**config.mk**
```make
export PLATFORM = sky130hd
export DESIGN_NAME = dltc_top
export DESIGN_NICKNAME = d
export VERILOG_FILES = /design/src/rtl/dltc_pkg.sv /design/src/rtl/dltc_pin_sync.sv /design/src/rtl/dltc_top.sv
export SDC_FILE = /design/constraint.sdc
export NUM_CORES = 1
export LEC_CHECK = 0
export ABC_AREA = 1
export ABC_CLOCK_PERIOD_IN_PS = 1480
export BUFFER_PORTS_ARGS = -buffer_cell sky130_fd_sc_hd__buf_2
export CAP_MARGIN = 40
export CORE_MARGIN = 2
export CORE_UTILIZATION = 55
export DETAILED_ROUTE_END_ITERATION = 16
export PLACE_DENSITY = 0.74
export SLEW_MARGIN = 20
export SYNTH_ARGS = -nofsm -noshare
export SYNTH_HDL_FRONTEND = slang
export SYNTH_HIERARCHICAL = 1
export SYNTH_SLANG_ARGS = --single-unit
```
**constraint.sdc**
```tcl
create_clock -name mclk_in -period 1.48 [get_ports mclk_in]
set_input_delay 0.296 -clock mclk_in [delete_from_list [all_inputs] [get_ports mclk_in]]
set_output_delay 0.296 -clock mclk_in [all_outputs]
set_load 0.005 [all_outputs]
```
**src/rtl/dltc_pkg.sv**
```systemverilog
// Constants and types shared by the dual timer/counter block
package dltc_pkg;

	// Register addresses on the special function register bus
	localparam logic [7:0] ADDR_CTRL     = 8'h88;
	localparam logic [7:0] ADDR_MODE     = 8'h89;
	localparam logic [7:0] ADDR_T0_LO    = 8'h8A;
	localparam logic [7:0] ADDR_T1_LO    = 8'h8B;
	localparam logic [7:0] ADDR_T0_HI    = 8'h8C;
	localparam logic [7:0] ADDR_T1_HI    = 8'h8D;
	localparam logic [7:0] ADDR_PRESCALE = 8'h8E;

	// Reset values
	localparam logic [7:0] CTRL_RESET  = 8'h00;
	localparam logic [7:0] MODE_RESET  = 8'h00;
	localparam logic [7:0] COUNT_RESET = 8'h00;
	localparam logic [1:0] PRE_RESET   = 2'h0;
	localparam logic [7:0] READ_ZERO   = 8'h00;

	// timer_control_status fields
	localparam int CTRL_TF1 = 7;
	localparam int CTRL_TR1 = 6;
	localparam int CTRL_TF0 = 5;
	localparam int CTRL_TR0 = 4;
	localparam int CTRL_IE1 = 3;
	localparam int CTRL_IT1 = 2;
	localparam int CTRL_IE0 = 1;
	localparam int CTRL_IT0 = 0;

	// timer_mode_select fields
	localparam int MODE_SECOND_GATE_BIT = 7;
	localparam int MODE_CT1   = 6;
	localparam int MODE_M1_HI = 5;
	localparam int MODE_M1_LO = 4;
	localparam int MODE_FIRST_GATE_BIT = 3;
	localparam int MODE_CT0   = 2;
	localparam int MODE_M0_HI = 1;
	localparam int MODE_M0_LO = 0;

	// clock_prescale_control fields (only these two bits are held)
	localparam int PRE_T1_POS = 4;
	localparam int PRE_T0_POS = 3;

	// Pin indices into the synchroniser vector
	localparam int PIN_CNT0  = 0;
	localparam int PIN_CNT1  = 1;
	localparam int PIN_IRQ_A = 2;
	localparam int PIN_IRQ_B = 3;
	localparam int PIN_COUNT = 4;

	// Vector acknowledge indices
	localparam int ACK_TF0 = 0;
	localparam int ACK_TF1 = 1;
	localparam int ACK_IE0 = 2;
	localparam int ACK_IE1 = 3;

	// Prescale: one tick every twelve system clocks
	localparam int         PRESCALE_DIV = 12;
	localparam logic [3:0] DIV_LAST     = 4'(PRESCALE_DIV - 1);
	localparam logic [3:0] DIV_ONE      = 4'h1;

	// Count limits
	localparam logic [12:0] LIMIT_13 = 13'h1FFF;
	localparam logic [7:0]  LIMIT_8  = 8'hFF;

	typedef enum logic [1:0] {
		MODE_13      = 2'h0,
		MODE_16      = 2'h1,
		MODE_RELOAD8 = 2'h2,
		MODE_SPLIT   = 2'h3
	} dltc_mode_t;

	typedef struct packed {
		logic [7:0] ctrl;
		logic [7:0] mode;
		logic [1:0] pre;
		logic [7:0] t0_lo;
		logic [7:0] t0_hi;
		logic [7:0] t1_lo;
		logic [7:0] t1_hi;
		logic [3:0] div;
		logic [7:0] rdata;
		logic       baud;
	} dltc_state_t;

	typedef struct packed {
		logic [PIN_COUNT-1:0] s1;
		logic [PIN_COUNT-1:0] s2;
		logic [PIN_COUNT-1:0] s3;
	} dltc_sync_t;

endpackage

```
**src/rtl/dltc_pin_sync.sv**
```systemverilog
// Two-flop pin synchroniser with falling edge detect per bit
`timescale 1ns/10ps
module dltc_pin_sync #(
	parameter int W = dltc_pkg::PIN_COUNT
) (
	input  wire logic         mclk_in,
	input  wire logic         sys_rst_in,
	input  wire logic [W-1:0] pins_in,
	output logic      [W-1:0] level_out,
	output logic      [W-1:0] fall_out
);

	dltc_pkg::dltc_sync_t q;
	dltc_pkg::dltc_sync_t d;

	always_comb begin
		d    = q;
		d.s1 = pins_in;
		d.s2 = q.s1;
		d.s3 = q.s2;
	end

	always_ff @(posedge mclk_in) begin
		if (sys_rst_in) begin
			q <= '1;
		end else begin
			q <= d;
		end
	end

	assign level_out = q.s2;

	genvar i;
	generate
		for (i = 0; i < W; i++) begin : g_fall
			// High sample then low sample
			assign fall_out[i] = q.s3[i] & ~q.s2[i];
		end
	endgenerate

endmodule // dltc_pin_sync

```
**src/rtl/dltc_top.sv**
```systemverilog
// Dual legacy timer/counter with control, mode and prescale registers
// How it works
// - Each timer's two-bit mode field picks 13-bit, 16-bit or reload mode; mode 3 splits the first timer and stops the second.
// - 13-bit mode: high byte upper eight bits, low byte bits 4..0, carry from bit 4.
// - 13-bit wrap from all ones sets the overflow flag and request.
// - Source select picks prescaled tick or falling edges on the count pin.
// - Counts only with run set and gate clear or interrupt pin high, except the second timer and the first high byte (second run only) while split.
// - Setting run leaves the count untouched; counting resumes from it.
// - 16-bit mode counts all sixteen bits, flag set on wrap to zero.
// - Reload mode: low byte counts, reloads from high byte on wrap, flag set.
// - Split mode: first low byte is 8-bit, uses first timer's own controls.
// - Split mode: first high byte counts ticks under second run, sets second flag.
// - Second timer in mode 3 stops and holds its value.
// - While split, second timer ignores pin, never sets flag, still gives baud.
// - Overflow flags set by hardware, cleared by software or vector acknowledge.
// - Interrupt type bit chooses active-low level or falling edge detection.
// - Edge mode flag sets on fall, software clears, acknowledge clears.
// - Level mode flag follows the inverted pin level.
// - Prescale bit 1 ticks every clock, 0 every twelve clocks.
`timescale 1ns/10ps
module dltc_top (
	input  wire logic       mclk_in,
	input  wire logic       sys_rst_in,
	input  wire logic [7:0] sfr_addr_in,
	input  wire logic       sfr_wr_in,
	input  wire logic       sfr_rd_in,
	input  wire logic [7:0] sfr_wdata_in,
	input  wire logic       first_count_pin_in,
	input  wire logic       second_count_pin_in,
	input  wire logic       ext_irq_a_pin_n_in,
	input  wire logic       ext_irq_b_pin_n_in,
	input  wire logic [3:0] vector_ack_in,
	output logic      [7:0] sfr_rdata_out,
	output logic            first_overflow_irq_out,
	output logic            second_overflow_irq_out,
	output logic            ext_irq_a_out,
	output logic            ext_irq_b_out,
	output logic            baud_tick_out
);

	dltc_pkg::dltc_state_t q;
	dltc_pkg::dltc_state_t d;

	logic [dltc_pkg::PIN_COUNT-1:0] pin_lvl;
	logic [dltc_pkg::PIN_COUNT-1:0] pin_fall;

	dltc_pin_sync #(
		.W (dltc_pkg::PIN_COUNT)
	) u_sync (
		.mclk_in    (mclk_in),
		.sys_rst_in (sys_rst_in),
		.pins_in    ({ext_irq_b_pin_n_in, ext_irq_a_pin_n_in,
		              second_count_pin_in, first_count_pin_in}),
		.level_out  (pin_lvl),
		.fall_out   (pin_fall)
	);

	// One increment: returns {overflow, high, low}
	function automatic logic [16:0] dltc_step(input dltc_pkg::dltc_mode_t m,
			input logic [7:0] lo, input logic [7:0] hi);
		logic [12:0] c13;
		logic [16:0] c16;
		logic [8:0]  c8;
		c13 = 13'({hi, lo[4:0]}) + 13'h0001;
		c16 = {1'b0, hi, lo} + 17'h00001;
		c8  = {1'b0, lo} + 9'h001;
		unique case (m)
			dltc_pkg::MODE_13: begin
				dltc_step = {({hi, lo[4:0]} == dltc_pkg::LIMIT_13), c13[12:5],
				             lo[7:5], c13[4:0]};
			end
			dltc_pkg::MODE_16: begin
				dltc_step = c16;
			end
			dltc_pkg::MODE_RELOAD8: begin
				dltc_step = {c8[8], hi, (c8[8] ? hi : c8[7:0])};
			end
			dltc_pkg::MODE_SPLIT: begin
				dltc_step = {c8[8], hi, c8[7:0]};
			end
		endcase
	endfunction

	dltc_pkg::dltc_mode_t m0;
	dltc_pkg::dltc_mode_t m1;
	logic        tick12;
	logic        tick0;
	logic        tick1;
	logic        split;
	logic        inc0;
	logic        inc1;
	logic        inc_hi;
	logic        set_tf0;
	logic        set_tf1;
	logic        ovf1;
	logic [16:0] n0;
	logic [16:0] n1;
	logic        wr_ctrl;
	logic        wr_mode;
	logic        wr_t0;
	logic        wr_t1;

	always_comb begin
		d       = q;
		m0      = dltc_pkg::dltc_mode_t'(q.mode[dltc_pkg::MODE_M0_HI:dltc_pkg::MODE_M0_LO]);
		m1      = dltc_pkg::dltc_mode_t'(q.mode[dltc_pkg::MODE_M1_HI:dltc_pkg::MODE_M1_LO]);
		wr_ctrl = sfr_wr_in && (sfr_addr_in == dltc_pkg::ADDR_CTRL);
		wr_mode = sfr_wr_in && (sfr_addr_in == dltc_pkg::ADDR_MODE);
		wr_t0   = sfr_wr_in && (sfr_addr_in == dltc_pkg::ADDR_T0_LO
		                     || sfr_addr_in == dltc_pkg::ADDR_T0_HI);
		wr_t1   = sfr_wr_in && (sfr_addr_in == dltc_pkg::ADDR_T1_LO
		                     || sfr_addr_in == dltc_pkg::ADDR_T1_HI);

		// Free-running divide by twelve
		tick12 = (q.div == dltc_pkg::DIV_LAST);
		d.div  = tick12 ? '0 : q.div + dltc_pkg::DIV_ONE;
		tick0  = q.pre[0] | tick12;
		tick1  = q.pre[1] | tick12;

		split = (m0 == dltc_pkg::MODE_SPLIT);

		// First timer (whole, or low byte when split)
		inc0 = q.ctrl[dltc_pkg::CTRL_TR0]
		     & (~q.mode[dltc_pkg::MODE_FIRST_GATE_BIT] | pin_lvl[dltc_pkg::PIN_IRQ_A])
		     & (q.mode[dltc_pkg::MODE_CT0] ? pin_fall[dltc_pkg::PIN_CNT0] : tick0);
		n0   = dltc_step(m0, q.t0_lo, q.t0_hi);

		// Split high byte: ticks only, gated by second run bit
		inc_hi = split & q.ctrl[dltc_pkg::CTRL_TR1] & tick0;

		// Second timer; while split it free-runs on ticks and mode 3 turns it off
		inc1 = (split ? 1'b1 : (q.ctrl[dltc_pkg::CTRL_TR1]
		       & (~q.mode[dltc_pkg::MODE_SECOND_GATE_BIT] | pin_lvl[dltc_pkg::PIN_IRQ_B])))
		     & ((q.mode[dltc_pkg::MODE_CT1] & ~split) ? pin_fall[dltc_pkg::PIN_CNT1]
		                                              : tick1)
		     & (m1 != dltc_pkg::MODE_SPLIT);
		n1   = dltc_step(m1, q.t1_lo, q.t1_hi);
		ovf1 = inc1 & n1[16];

		set_tf0 = inc0 & n0[16];
		set_tf1 = split ? (inc_hi & (q.t0_hi == dltc_pkg::LIMIT_8)) : ovf1;
		d.baud  = ovf1;

		// Counting never clears on run; registers only move by increment or write
		if (inc0) begin
			d.t0_lo = n0[7:0];
			if (!split) begin
				d.t0_hi = n0[15:8];
			end
		end
		if (inc_hi) begin
			d.t0_hi = q.t0_hi + 8'h01;
		end
		if (inc1) begin
			d.t1_lo = n1[7:0];
			d.t1_hi = n1[15:8];
		end

		// Software writes override a same-cycle increment
		if (sfr_wr_in) begin
			unique case (sfr_addr_in)
				dltc_pkg::ADDR_T0_LO: d.t0_lo = sfr_wdata_in;
				dltc_pkg::ADDR_T0_HI: d.t0_hi = sfr_wdata_in;
				dltc_pkg::ADDR_T1_LO: d.t1_lo = sfr_wdata_in;
				dltc_pkg::ADDR_T1_HI: d.t1_hi = sfr_wdata_in;
				dltc_pkg::ADDR_MODE:  d.mode  = sfr_wdata_in;
				dltc_pkg::ADDR_CTRL:  d.ctrl  = sfr_wdata_in;
				dltc_pkg::ADDR_PRESCALE: begin
					d.pre = {sfr_wdata_in[dltc_pkg::PRE_T1_POS],
					         sfr_wdata_in[dltc_pkg::PRE_T0_POS]};
				end
				default: d = d;
			endcase
		end

		// Vector acknowledge clears, then hardware sets win
		if (vector_ack_in[dltc_pkg::ACK_TF0]) begin
			d.ctrl[dltc_pkg::CTRL_TF0] = 1'b0;
		end
		if (vector_ack_in[dltc_pkg::ACK_TF1]) begin
			d.ctrl[dltc_pkg::CTRL_TF1] = 1'b0;
		end
		if (vector_ack_in[dltc_pkg::ACK_IE0] && d.ctrl[dltc_pkg::CTRL_IT0]) begin
			d.ctrl[dltc_pkg::CTRL_IE0] = 1'b0;
		end
		if (vector_ack_in[dltc_pkg::ACK_IE1] && d.ctrl[dltc_pkg::CTRL_IT1]) begin
			d.ctrl[dltc_pkg::CTRL_IE1] = 1'b0;
		end
		if (set_tf0) begin
			d.ctrl[dltc_pkg::CTRL_TF0] = 1'b1;
		end
		if (set_tf1) begin
			d.ctrl[dltc_pkg::CTRL_TF1] = 1'b1;
		end

		// External interrupt detectors
		if (d.ctrl[dltc_pkg::CTRL_IT0]) begin
			if (pin_fall[dltc_pkg::PIN_IRQ_A]) begin
				d.ctrl[dltc_pkg::CTRL_IE0] = 1'b1;
			end
		end else begin
			d.ctrl[dltc_pkg::CTRL_IE0] = ~pin_lvl[dltc_pkg::PIN_IRQ_A];
		end
		if (d.ctrl[dltc_pkg::CTRL_IT1]) begin
			if (pin_fall[dltc_pkg::PIN_IRQ_B]) begin
				d.ctrl[dltc_pkg::CTRL_IE1] = 1'b1;
			end
		end else begin
			d.ctrl[dltc_pkg::CTRL_IE1] = ~pin_lvl[dltc_pkg::PIN_IRQ_B];
		end

		// Registered read data; unmapped addresses read zero
		if (sfr_rd_in) begin
			unique case (sfr_addr_in)
				dltc_pkg::ADDR_CTRL:  d.rdata = q.ctrl;
				dltc_pkg::ADDR_MODE:  d.rdata = q.mode;
				dltc_pkg::ADDR_T0_LO: d.rdata = q.t0_lo;
				dltc_pkg::ADDR_T0_HI: d.rdata = q.t0_hi;
				dltc_pkg::ADDR_T1_LO: d.rdata = q.t1_lo;
				dltc_pkg::ADDR_T1_HI: d.rdata = q.t1_hi;
				dltc_pkg::ADDR_PRESCALE: begin
					d.rdata = {3'h0, q.pre, 3'h0};
				end
				default: d.rdata = dltc_pkg::READ_ZERO;
			endcase
		end
	end

	always_ff @(posedge mclk_in) begin
		if (sys_rst_in) begin
			q.ctrl  <= dltc_pkg::CTRL_RESET;
			q.mode  <= dltc_pkg::MODE_RESET;
			q.pre   <= dltc_pkg::PRE_RESET;
			q.t0_lo <= dltc_pkg::COUNT_RESET;
			q.t0_hi <= dltc_pkg::COUNT_RESET;
			q.t1_lo <= dltc_pkg::COUNT_RESET;
			q.t1_hi <= dltc_pkg::COUNT_RESET;
			q.div   <= '0;
			q.rdata <= dltc_pkg::READ_ZERO;
			q.baud  <= 1'b0;
		end else begin
			q <= d;
		end
	end

	assign sfr_rdata_out           = q.rdata;
	assign first_overflow_irq_out  = q.ctrl[dltc_pkg::CTRL_TF0];
	assign second_overflow_irq_out = q.ctrl[dltc_pkg::CTRL_TF1];
	assign ext_irq_a_out           = q.ctrl[dltc_pkg::CTRL_IE0];
	assign ext_irq_b_out           = q.ctrl[dltc_pkg::CTRL_IE1];
	assign baud_tick_out           = q.baud;

	prescale_period_a: assert property (@(posedge mclk_in) disable iff (sys_rst_in)
		tick12 |-> ##12 tick12)
		else $error("prescale tick period is not twelve clocks");

	run_hold_a: assert property (@(posedge mclk_in) disable iff (sys_rst_in)
		(!q.ctrl[dltc_pkg::CTRL_TR0] && !split && !wr_t0)
		|=> ($stable(q.t0_lo) && $stable(q.t0_hi)))
		else $error("first timer moved with run clear");

	gate_hold_a: assert property (@(posedge mclk_in) disable iff (sys_rst_in)
		(q.mode[dltc_pkg::MODE_FIRST_GATE_BIT] && !pin_lvl[dltc_pkg::PIN_IRQ_A] && !wr_t0)
		|=> $stable(q.t0_lo))
		else $error("first timer counted with gate closed");

	wrap13_flag_a: assert property (@(posedge mclk_in) disable iff (sys_rst_in)
		(m0 == dltc_pkg::MODE_13 && inc0 && {q.t0_hi, q.t0_lo[4:0]} == dltc_pkg::LIMIT_13
		 && !wr_t0 && !wr_ctrl)
		|=> (q.ctrl[dltc_pkg::CTRL_TF0] && q.t0_hi == 8'h00 && q.t0_lo[4:0] == 5'h00))
		else $error("13-bit wrap did not clear count and set flag");

	reload_copy_a: assert property (@(posedge mclk_in) disable iff (sys_rst_in)
		(m0 == dltc_pkg::MODE_RELOAD8 && inc0 && q.t0_lo == dltc_pkg::LIMIT_8 && !wr_t0)
		|=> (q.t0_lo == $past(q.t0_hi) && $stable(q.t0_hi)))
		else $error("reload did not copy high byte into low byte");

	split_high_a: assert property (@(posedge mclk_in) disable iff (sys_rst_in)
		(inc_hi && q.t0_hi == dltc_pkg::LIMIT_8 && !wr_ctrl)
		|=> q.ctrl[dltc_pkg::CTRL_TF1])
		else $error("split high byte overflow did not set second flag");

	second_hold_a: assert property (@(posedge mclk_in) disable iff (sys_rst_in)
		(m1 == dltc_pkg::MODE_SPLIT && !wr_t1)[*2]
		|-> ($stable(q.t1_lo) && $stable(q.t1_hi)))
		else $error("second timer moved in mode 3");

	split_noflag_a: assert property (@(posedge mclk_in) disable iff (sys_rst_in)
		(split && ovf1 && !inc_hi && !wr_ctrl && !q.ctrl[dltc_pkg::CTRL_TF1])
		|=> (!q.ctrl[dltc_pkg::CTRL_TF1] && baud_tick_out))
		else $error("second overflow set flag while split or gave no baud");

	edge_flag_a: assert property (@(posedge mclk_in) disable iff (sys_rst_in)
		(q.ctrl[dltc_pkg::CTRL_IT0] && pin_fall[dltc_pkg::PIN_IRQ_A] && !wr_ctrl)
		|=> ext_irq_a_out)
		else $error("falling edge did not set interrupt flag");

	level_flag_a: assert property (@(posedge mclk_in) disable iff (sys_rst_in)
		(!q.ctrl[dltc_pkg::CTRL_IT1] && !wr_ctrl)
		|=> (ext_irq_b_out == !$past(pin_lvl[dltc_pkg::PIN_IRQ_B])))
		else $error("level flag does not follow inverted pin");

	ack_clear_a: assert property (@(posedge mclk_in) disable iff (sys_rst_in)
		(vector_ack_in[dltc_pkg::ACK_TF0] && !set_tf0 && !wr_ctrl)
		|=> !first_overflow_irq_out)
		else $error("acknowledge did not clear first overflow flag");

	mode_write_a: assert property (@(posedge mclk_in) disable iff (sys_rst_in)
		wr_mode |=> (q.mode == $past(sfr_wdata_in)))
		else $error("mode register did not take the written value");

endmodule // dltc_top

```
## Yosys cells after proc, flatten, opt, wreduce, memory -nomap -nowiden

Index checks and enable logic that the tools add are counted.

- Add/sub/neg operators: 8
- Equal/unequal tests: 22
- Muxes and demuxes: 33
- Bitwise operators: 26
- Reductions and logical operators: 15

Operator list:

| kind | count |
|---|---|
| $pmux 17 s4 | 2 |
| $mux 8 | 11 |
| $eq 8x8->1 const B | 8 |
| $mux 63 | 1 |
| $pmux 8 s7 | 1 |
| $add 16x1->17 const B | 2 |
| $mux 16 | 2 |
| $add 13x1->13 const B | 2 |
| $eq 13x13->1 const B | 2 |
| $add 8x1->9 const B | 2 |
| $and 1x1->1 | 15 |
| $mux 1 | 14 |
| $reduce_and 2->1 | 7 |
| $reduce_bool 3->1 | 4 |
| $add 8x1->8 const B | 1 |
| $eq 2x2->1 const B | 4 |
| $ne 4x1->1 const B | 2 |
| $ne 4x2->1 const B | 2 |
| $not 1->1 | 7 |
| $add 4x1->4 const B | 1 |
| $eq 2x1->1 const B | 2 |
| $eq 4x4->1 const B | 1 |
| $logic_not 2->1 | 2 |
| $mux 4 | 1 |
| 4 further kinds | 8 |

- Bits in registers: 75
- Input bits: 28
- Output and inout bits: 13
- Logic and storage cells: 122

## Longest topological paths before layout

Gate-level depths: netlist of run 1.

- Depth in word-level cells: 13
- Depth in mapped cells: 15
- Gate-level depth less buffers: 15

## Modules after synthesis

The synthesis of run 1 kept the hierarchy.

Modules (own cells, without submodules):

| module | times used | cells each | area each (µm²) | sequential area each (µm²) |
|---|---|---|---|---|
| dltc_top | 1 | 718 | 4416.7 | 1261.2 |
| dltc_pin_sync | 1 | 50 | 405.4 | 240.2 |

## Worst setup path before layout of run 1

Ideal clock, no wire load.

- Path kind: register to register
- From: reg q[21] (netlist name)
- To: reg q[20] (netlist name)
- Library setup time: 0.109 ns
- Arrival time: 1.459 ns
- Data required time: 1.371 ns
- Slack: -0.088 ns
- Cell stages (with the launch flop): 11
- Buffers on the path: 0
- Clock period less this slack: 1.568 ns
- Path through: dfxtp_1 ha_1 nand2_1 nor2_2 nand3_1 a21boi_0 nand3_1 nand2_1 nand3_1 nand2_1 inv_1

- Cells in the longest elaborated chain, start to end: 5
- Elaborated cells between the ends (all ways): 6
- Classes of those cells: add/sub: 2; mux: 4

RTL lines:

| element | RTL line | text |
|---|---|---|
| start: declaration | dltc_top.sv:41 | `dltc_pkg::dltc_state_t q;` |
| $add 16x1->17 / $add 13x1->13 (equally long branches) | dltc_top.sv:65, dltc_top.sv:64 |  |
| $pmux 17 s4 (*) | dltc_top.sv:67 | `unique case (m)` |
| $mux 16 (*) | dltc_top.sv:154 | `if (inc1) begin` |
| $mux 8 | dltc_top.sv:161 | `unique case (sfr_addr_in)` |
| $mux 63 (*) | dltc_top.sv:160 | `if (sfr_wr_in) begin` |

Mark *: on every way between the ends. The rest lies on a longest branch, timed or not. The select of a mux whose other input is x is not followed.
A chain may end at the register's enable or synchronous reset.

## Worst setup path in the final report of run 1

- From: reg q[22] (netlist name)
- To: reg q[20] (netlist name)

Same word-level chain as after synthesis.

==> impl_metrics.tcl, run 1 <==
set metrics [dict create \
    status "finished, violations left" \
    violations "negative setup slack" \
    critPathMaxFanout 8 \
    gp_congestion 1.04 \
    p_per_area_mw_per_mm2 632 \
    grt_max_degree 26 \
    drv_cap 0 \
    dp_hpwl_um 12600 \
    syn-num-nets 798 \
    avgSynthCellArea_um2 6.28 \
    cts.sinks 75 \
    antenna_found_initial 0 \
    grt_pass1_wl_um 27000 \
    die_area_mm2 0.00950 \
    relSlewSlack 0.758 \
    setup_slack_ns -0.0970 \
    ir_drop_mv 0.627 \
    crit_required_ns 1.76 \
    synthToLayoutAreaGrowth_pct 35.2 \
    grtUsageTotal 0.358 \
    clk_latency_ns 0.37 \
    r2r_start "q[22]$_SDFF_PP0_" \
    drive_gt1_frac 0.322 \
    netlist_area_mm2 0.00481 \
    slowest_stage "dfxtp_4" \
    p_clk_frac 0.430 \
    comb_power_share 0.071 \
    critical_path_class "flop to flop" \
    swShare 0.279 \
    critPathCapture "q[20]$_SDFF_PP0_" \
    worst_pin_slew_ns 0.359 \
    io_pins 41 \
    grt.overflow.total 0 \
    slew_violations 0 \
    rr_worst_depth 10 \
    fin_nets 940 \
    ant_nets 0 \
    die_w_um 97.5 \
    synthCells 766 \
    seqPwrFrac 0.499 \
    postCtsHoldBufs 0 \
    fp.dieH_um 97.5 \
    cp_common_cell "nand3_2" \
    clk_path_buf_depth 2 \
    max_freq_ghz 0.634 \
    setup_viol 29 \
    tns_ns -1.25 \
    wl_per_cell_um 17.0 \
    crit_path_cell_trace "buf_6, nand2_4, nor2_4, nand4_1, o21bai_4, nand3_2, nand2_2, nand3_2, nand2_1, inv_1" \
    grt_pass1_vias 5550 \
    rsz0062_at_grt "true" \
    critical_path.startpoint "q[22]$_SDFF_PP0_" \
    critPathCaptureType "flop" \
    finalPower_mw 4.11 \
    cts_buffers 9 \
    min_path_type "input port to flop" \
    period_share 1.07 \
    rows 34 \
    cts_tree "done" \
    timing.rr.end "q[20]$_SDFF_PP0_" \
    yosys_warnings 6 \
    finalCriticalPeriod_ns 1.58 \
    num_antenna_cells 0 \
    drc 0 \
    vias 5695 \
    hold_viol 0 \
    core_area_mm2 0.00859 \
    finClkSkew_ns 0.0127 \
    worstSetupStartpointType "flop" \
    regArea_mm2 0.00152 \
    power_switching_mw 1.15 \
    dr.pass1.iters 5 \
    drt_iter0_drc 501 \
    power.internal_mw 2.97 \
    r2r_slack_ns -0.1 \
    multiInputGateArea_mm2 0.00306 \
    arrival_ns 1.86 \
    detail_route.vias_per_cell 5.58 \
    cts-root-buf "clkbuf_8" \
    cts-htree-levels 3 \
    finalWirelength_um 17300 \
    fillers 717 \
    initial_utilization 0.559 \
    port_buffers 40 \
    power_leakage_nw 3.14 \
    clk_pin_slew_ns 0.10 \
    critical-path-max-stage-delay_ns 0.38 \
    utilization 0.757 \
]
[cell usage in the layout, fill, tap and decap left out, drive strengths merged]
cell type    n
a211oi       1
a21boi       1
a21oi       81
a31oi        2
buf        160
bufinv       1
clkbuf       9
clkinv       3
dfxtp       75
ha           4
inv        118
nand2      171
nand3       80
nand3b       2
nand4       12
nor2        82
nor3        14
o211ai       4
o21ai       75
o21bai       3
o22ai        1
or2          3
xnor2        2
xor2         9
[worst min path at each step]
| stage | from | endpoint | cells past startpoint |
|---|---|---|---|
| after floorplan | u_sync/d[4]$_SDFF_PP1_ | u_sync/level_out[0]$_SDFF_PP1_ | 2 |
| after global placement | u_sync/d[7]$_SDFF_PP1_ | u_sync/level_out[3]$_SDFF_PP1_ | 2 |
| after detailed placement | u_sync/d[5]$_SDFF_PP1_ | u_sync/level_out[1]$_SDFF_PP1_ | 2 |
| after CTS | ext_irq_a_pin_n_in | u_sync/d[6]$_SDFF_PP1_ | 3 |
| after global routing | ext_irq_a_pin_n_in | u_sync/d[6]$_SDFF_PP1_ | 3 |
| final | ext_irq_a_pin_n_in | u_sync/d[6]$_SDFF_PP1_ | 3 |
[power groups by stage]
stage	registers [mW]	clock network (mW)	logic [mW]
2_1_floorplan	2.10	0	0.137
3_3_place_gp	2.10	0	0.262
3_5_place_dp	2.10	0	0.271
4_1_cts	2.05	1.77	0.279
5_1_grt	2.06	1.87	0.313
6_report	2.05	1.77	0.290
[registers in the layout, summed over array words and instances (netlist names)]
signal,cells
m1,2
first_overflow_irq_out,1
baud_tick_out,1
q,46
m0,2
ext_irq_b_out,1
ext_irq_a_out,1
u_sync/q,4
u_sync/d,4
second_overflow_irq_out,1
sfr_rdata_out,8
u_sync/level_out,4
[what timing repair did]
item,CTS,global route
endpoints found under the setup margin,35,35
resized for setup,69,45
pin swaps,24,28
setup buffers,7,6
[layout make-up]
class                   count  share of cell area
inverters                 115              0.0672
multi-input cells         547               0.471
clock buffers               9              0.0191
clock inverters             7              0.0146
repair buffers            160               0.173
well taps                 108              0.0208
flip-flops and latches     75               0.234
[worst max-delay path, delay by kind of cell, from the launching register on]
family | cells | cell delay [ns]
AOI/OAI and AO/OA | 1 | 0.29
buffers and inverters | 2 | 0.15
DFF | 1 | 0.38
and+or+nand+nor | 7 | 0.67
[routing by layer]
layer  GRT usage  up-vias  share of wire
li1            -     2767              -
met1       0.441     2624           0.39
met2       0.621      246           0.49
met3      0.0576       58          0.080
met4       0.149        0          0.041
met5           0        -              0
[per-stage QoR]
stage	instances	setup WS (ns)	hold slack, ns	area, µm²
2_1_floorplan	766	-0.0372	0.387	4830
3_3_place_gp	992	-0.257	0.391	5800
3_5_place_dp	992	-0.355	0.403	5800
4_1_cts	1015	-0.0804	0.0975	6320
5_1_grt	1021	-0.200	0.0989	6500
6_report	1021	-0.0970	0.0995	6500
(Power assumes the default switching activity.)
==> inputs of run 2 (changes only) <==
--- a/config.mk
+++ b/config.mk
@@ -10,9 +10,9 @@
 export BUFFER_PORTS_ARGS = -buffer_cell sky130_fd_sc_hd__buf_2
 export CAP_MARGIN = 40
 export CORE_MARGIN = 2
-export CORE_UTILIZATION = 55
+export CORE_UTILIZATION = 31
 export DETAILED_ROUTE_END_ITERATION = 16
-export PLACE_DENSITY = 0.74
+export PLACE_DENSITY = 0.46
 export SLEW_MARGIN = 20
 export SYNTH_ARGS = -nofsm -noshare
 export SYNTH_HDL_FRONTEND = slang
==> run 2 against run 1 <==
  * Power grew 16%
  * Cell area grew 7.6%
  * Setup slack better by 0.0038 ns
  * Clock skew fell by 0.0071 ns
  * The flow still finishes with violations (negative setup slack)
  * Critical path type unchanged
  * Clock-buffer cell count did not move
  * Non-clock buffer count grew 18
  * Clock power up 35%
  * Flip-flop and latch count is the same
  * Highest routed layer unchanged
==> impl_metrics.tcl, run 2 (synthesis gave the netlist of run 1 again) <==
set metrics [dict create \
    status "finished, violations left" \
    violations "negative setup slack" \
    slew_violations 0 \
    detail_route.vias_per_cell 4.96 \
    drc 0 \
    cts_buffers 9 \
    cp_common_cell "inv_1" \
    num_antenna_cells 0 \
    die_w_um 129 \
    port_buffers 40 \
    power_leakage_nw 3.29 \
    cts_tree "done" \
    p_per_area_mw_per_mm2 680 \
    regMostFlops "q" \
    dp_hpwl_um 13900 \
    largest_register_ffs 46 \
    grt_pass1_wl_um 28400 \
    cts.sinks 75 \
    initial_utilization 0.316 \
    drv_cap 0 \
    wl_per_cell_um 16.4 \
    cts-root-buf "clkbuf_16" \
    holdWs_ns 0.118 \
    ant_nets 0 \
    finalCriticalPeriod_ns 1.57 \
    finalWirelength_um 18300 \
    ir_drop_mv 0.593 \
    clk_path_buf_depth 2 \
    slowest_stage "dfxtp_2" \
    die_area_mm2 0.0165 \
    rows 45 \
    clk_latency_ns 0.35 \
    fp.dieH_um 129 \
    max_freq_ghz 0.636 \
    worst_pin_slew_ns 0.356 \
    hold_viol 0 \
    grt_pass1_vias 5369 \
    critical_path_class "flop to flop" \
    setup_viol 21 \
    final_cell_mix "142 x nand2_1, 123 x buf_4, 102 x inv_1, 63 x dfxtp_1, 62 x a21oi_1" \
    grt.overflow.total 0 \
    vias 5550 \
    grt_max_degree 37 \
    power_switching_mw 1.25 \
    min_path_type "input port to flop" \
    tns_ns -0.835 \
    setup_slack_ns -0.0932 \
    io_pins 41 \
    crit_path_cell_trace "ha_4, nand3_4, nand3_2, inv_1, nor2_4, buf_12, nand2_4, xor2_1, o21ai_1, inv_1" \
    drive_gt1_frac 0.367 \
    worstSetupStartpointType "flop" \
    antenna_found_initial 0 \
    critPathCaptureType "flop" \
    cts-htree-levels 3 \
    seqPwrFrac 0.432 \
    critical-path-max-stage-delay_ns 0.36 \
    r2r_slack_ns -0.09 \
    p_clk_frac 0.503 \
    crit_required_ns 1.73 \
    relSlewSlack 0.762 \
    arrival_ns 1.82 \
    drt_iter0_drc 270 \
    dp_slack_ns -0.330 \
    swShare 0.264 \
    period_share 1.06 \
    synthToLayoutAreaGrowth_pct 45.5 \
    finClkSkew_ns 0.00560 \
    stdcell_area_mm2 0.00699 \
    comb_power_share 0.065 \
    layout_commonest_cell "nand2_1" \
    core_area_mm2 0.0152 \
    clk_pin_slew_ns 0.07 \
    postPlaceCellArea_mm2 0.00604 \
    rsz0062_at_grt "true" \
    critPathMaxFanout 5 \
    gp_congestion 0.998 \
    fin_nets 958 \
    dr.pass1.iters 5 \
    power.internal_mw 3.50 \
    grtUsageTotal 0.225 \
]
run 2: cell type report:
| type | count | area (µm²) |
|---|---|---|
| Timing Repair Buffer | 178 | 1310 |
| Multi-Input combinational cell | 547 | 3180 |
| Clock inverter | 7 | 88.8 |
| Sequential cell | 75 | 1520 |
| Clock buffer | 9 | 225 |
| Inverter | 115 | 437 |
| Fill cell | 1549 | 8210 |
| Tap cell | 188 | 235 |
run 2: final timing paths:
path / from / end / depth (start not counted)
max: q[10]$_SDFF_PP0_ / q[13]$_SDFF_PP0_ / 10
min: first_count_pin_in / u_sync/d[4]$_SDFF_PP1_ / 3
max reg2reg: q[10]$_SDFF_PP0_ / q[13]$_SDFF_PP0_ / 10
min reg2reg: u_sync/d[7]$_SDFF_PP1_ / u_sync/level_out[3]$_SDFF_PP1_ / 2
run 2: what timing repair did:
action	4_1_cts	5_1_grt
resized for setup	71	91
endpoints found under the setup margin	35	39
pin swaps	35	50
buffers inserted	9	6
hold buffers	0	0
run 2: power by group through the flow:
stage               logic [mW]  registers [mW]  clock network [mW]
global placement         0.293            2.10                   0
detailed placement       0.296            2.10                   0
finish                   0.309            2.06                2.39
floorplan                0.137            2.10                   0
CTS                      0.303            2.05                2.44
global route             0.338            2.06                2.51
run 2: routing by layer:
layer | part of all wire | vias up | track usage | routed length (µm)
li1 | - | 2804 | - | -
met1 | 0.46 | 2572 | 0.292 | 8370
met2 | 0.47 | 131 | 0.370 | 8650
met3 | 0.034 | 43 | 0.0374 | 622
met4 | 0.038 | 0 | 0.100 | 704
met5 | 0 | - | 0 | 0
run 2: through the flow:
stage,cells,total power [mW],util
finish,1119,4.76,0.460
global route,1119,4.91,0.460
CTS,1114,4.80,0.438
detailed placement,1089,2.40,0.398
global placement,1089,2.39,0.398
floorplan,766,2.23,-
run 2: critical path, delay by kind of cell (launching register included):
family                   cells  cell delay, ns
AND/OR/NAND/NOR              4            0.42
flip-flops                   1            0.36
buffers and inverters        3            0.25
adder cells (fa/ha/maj)      1            0.16
XOR/XNOR                     1            0.15
AO/OA/AOI/OAI                1            0.13
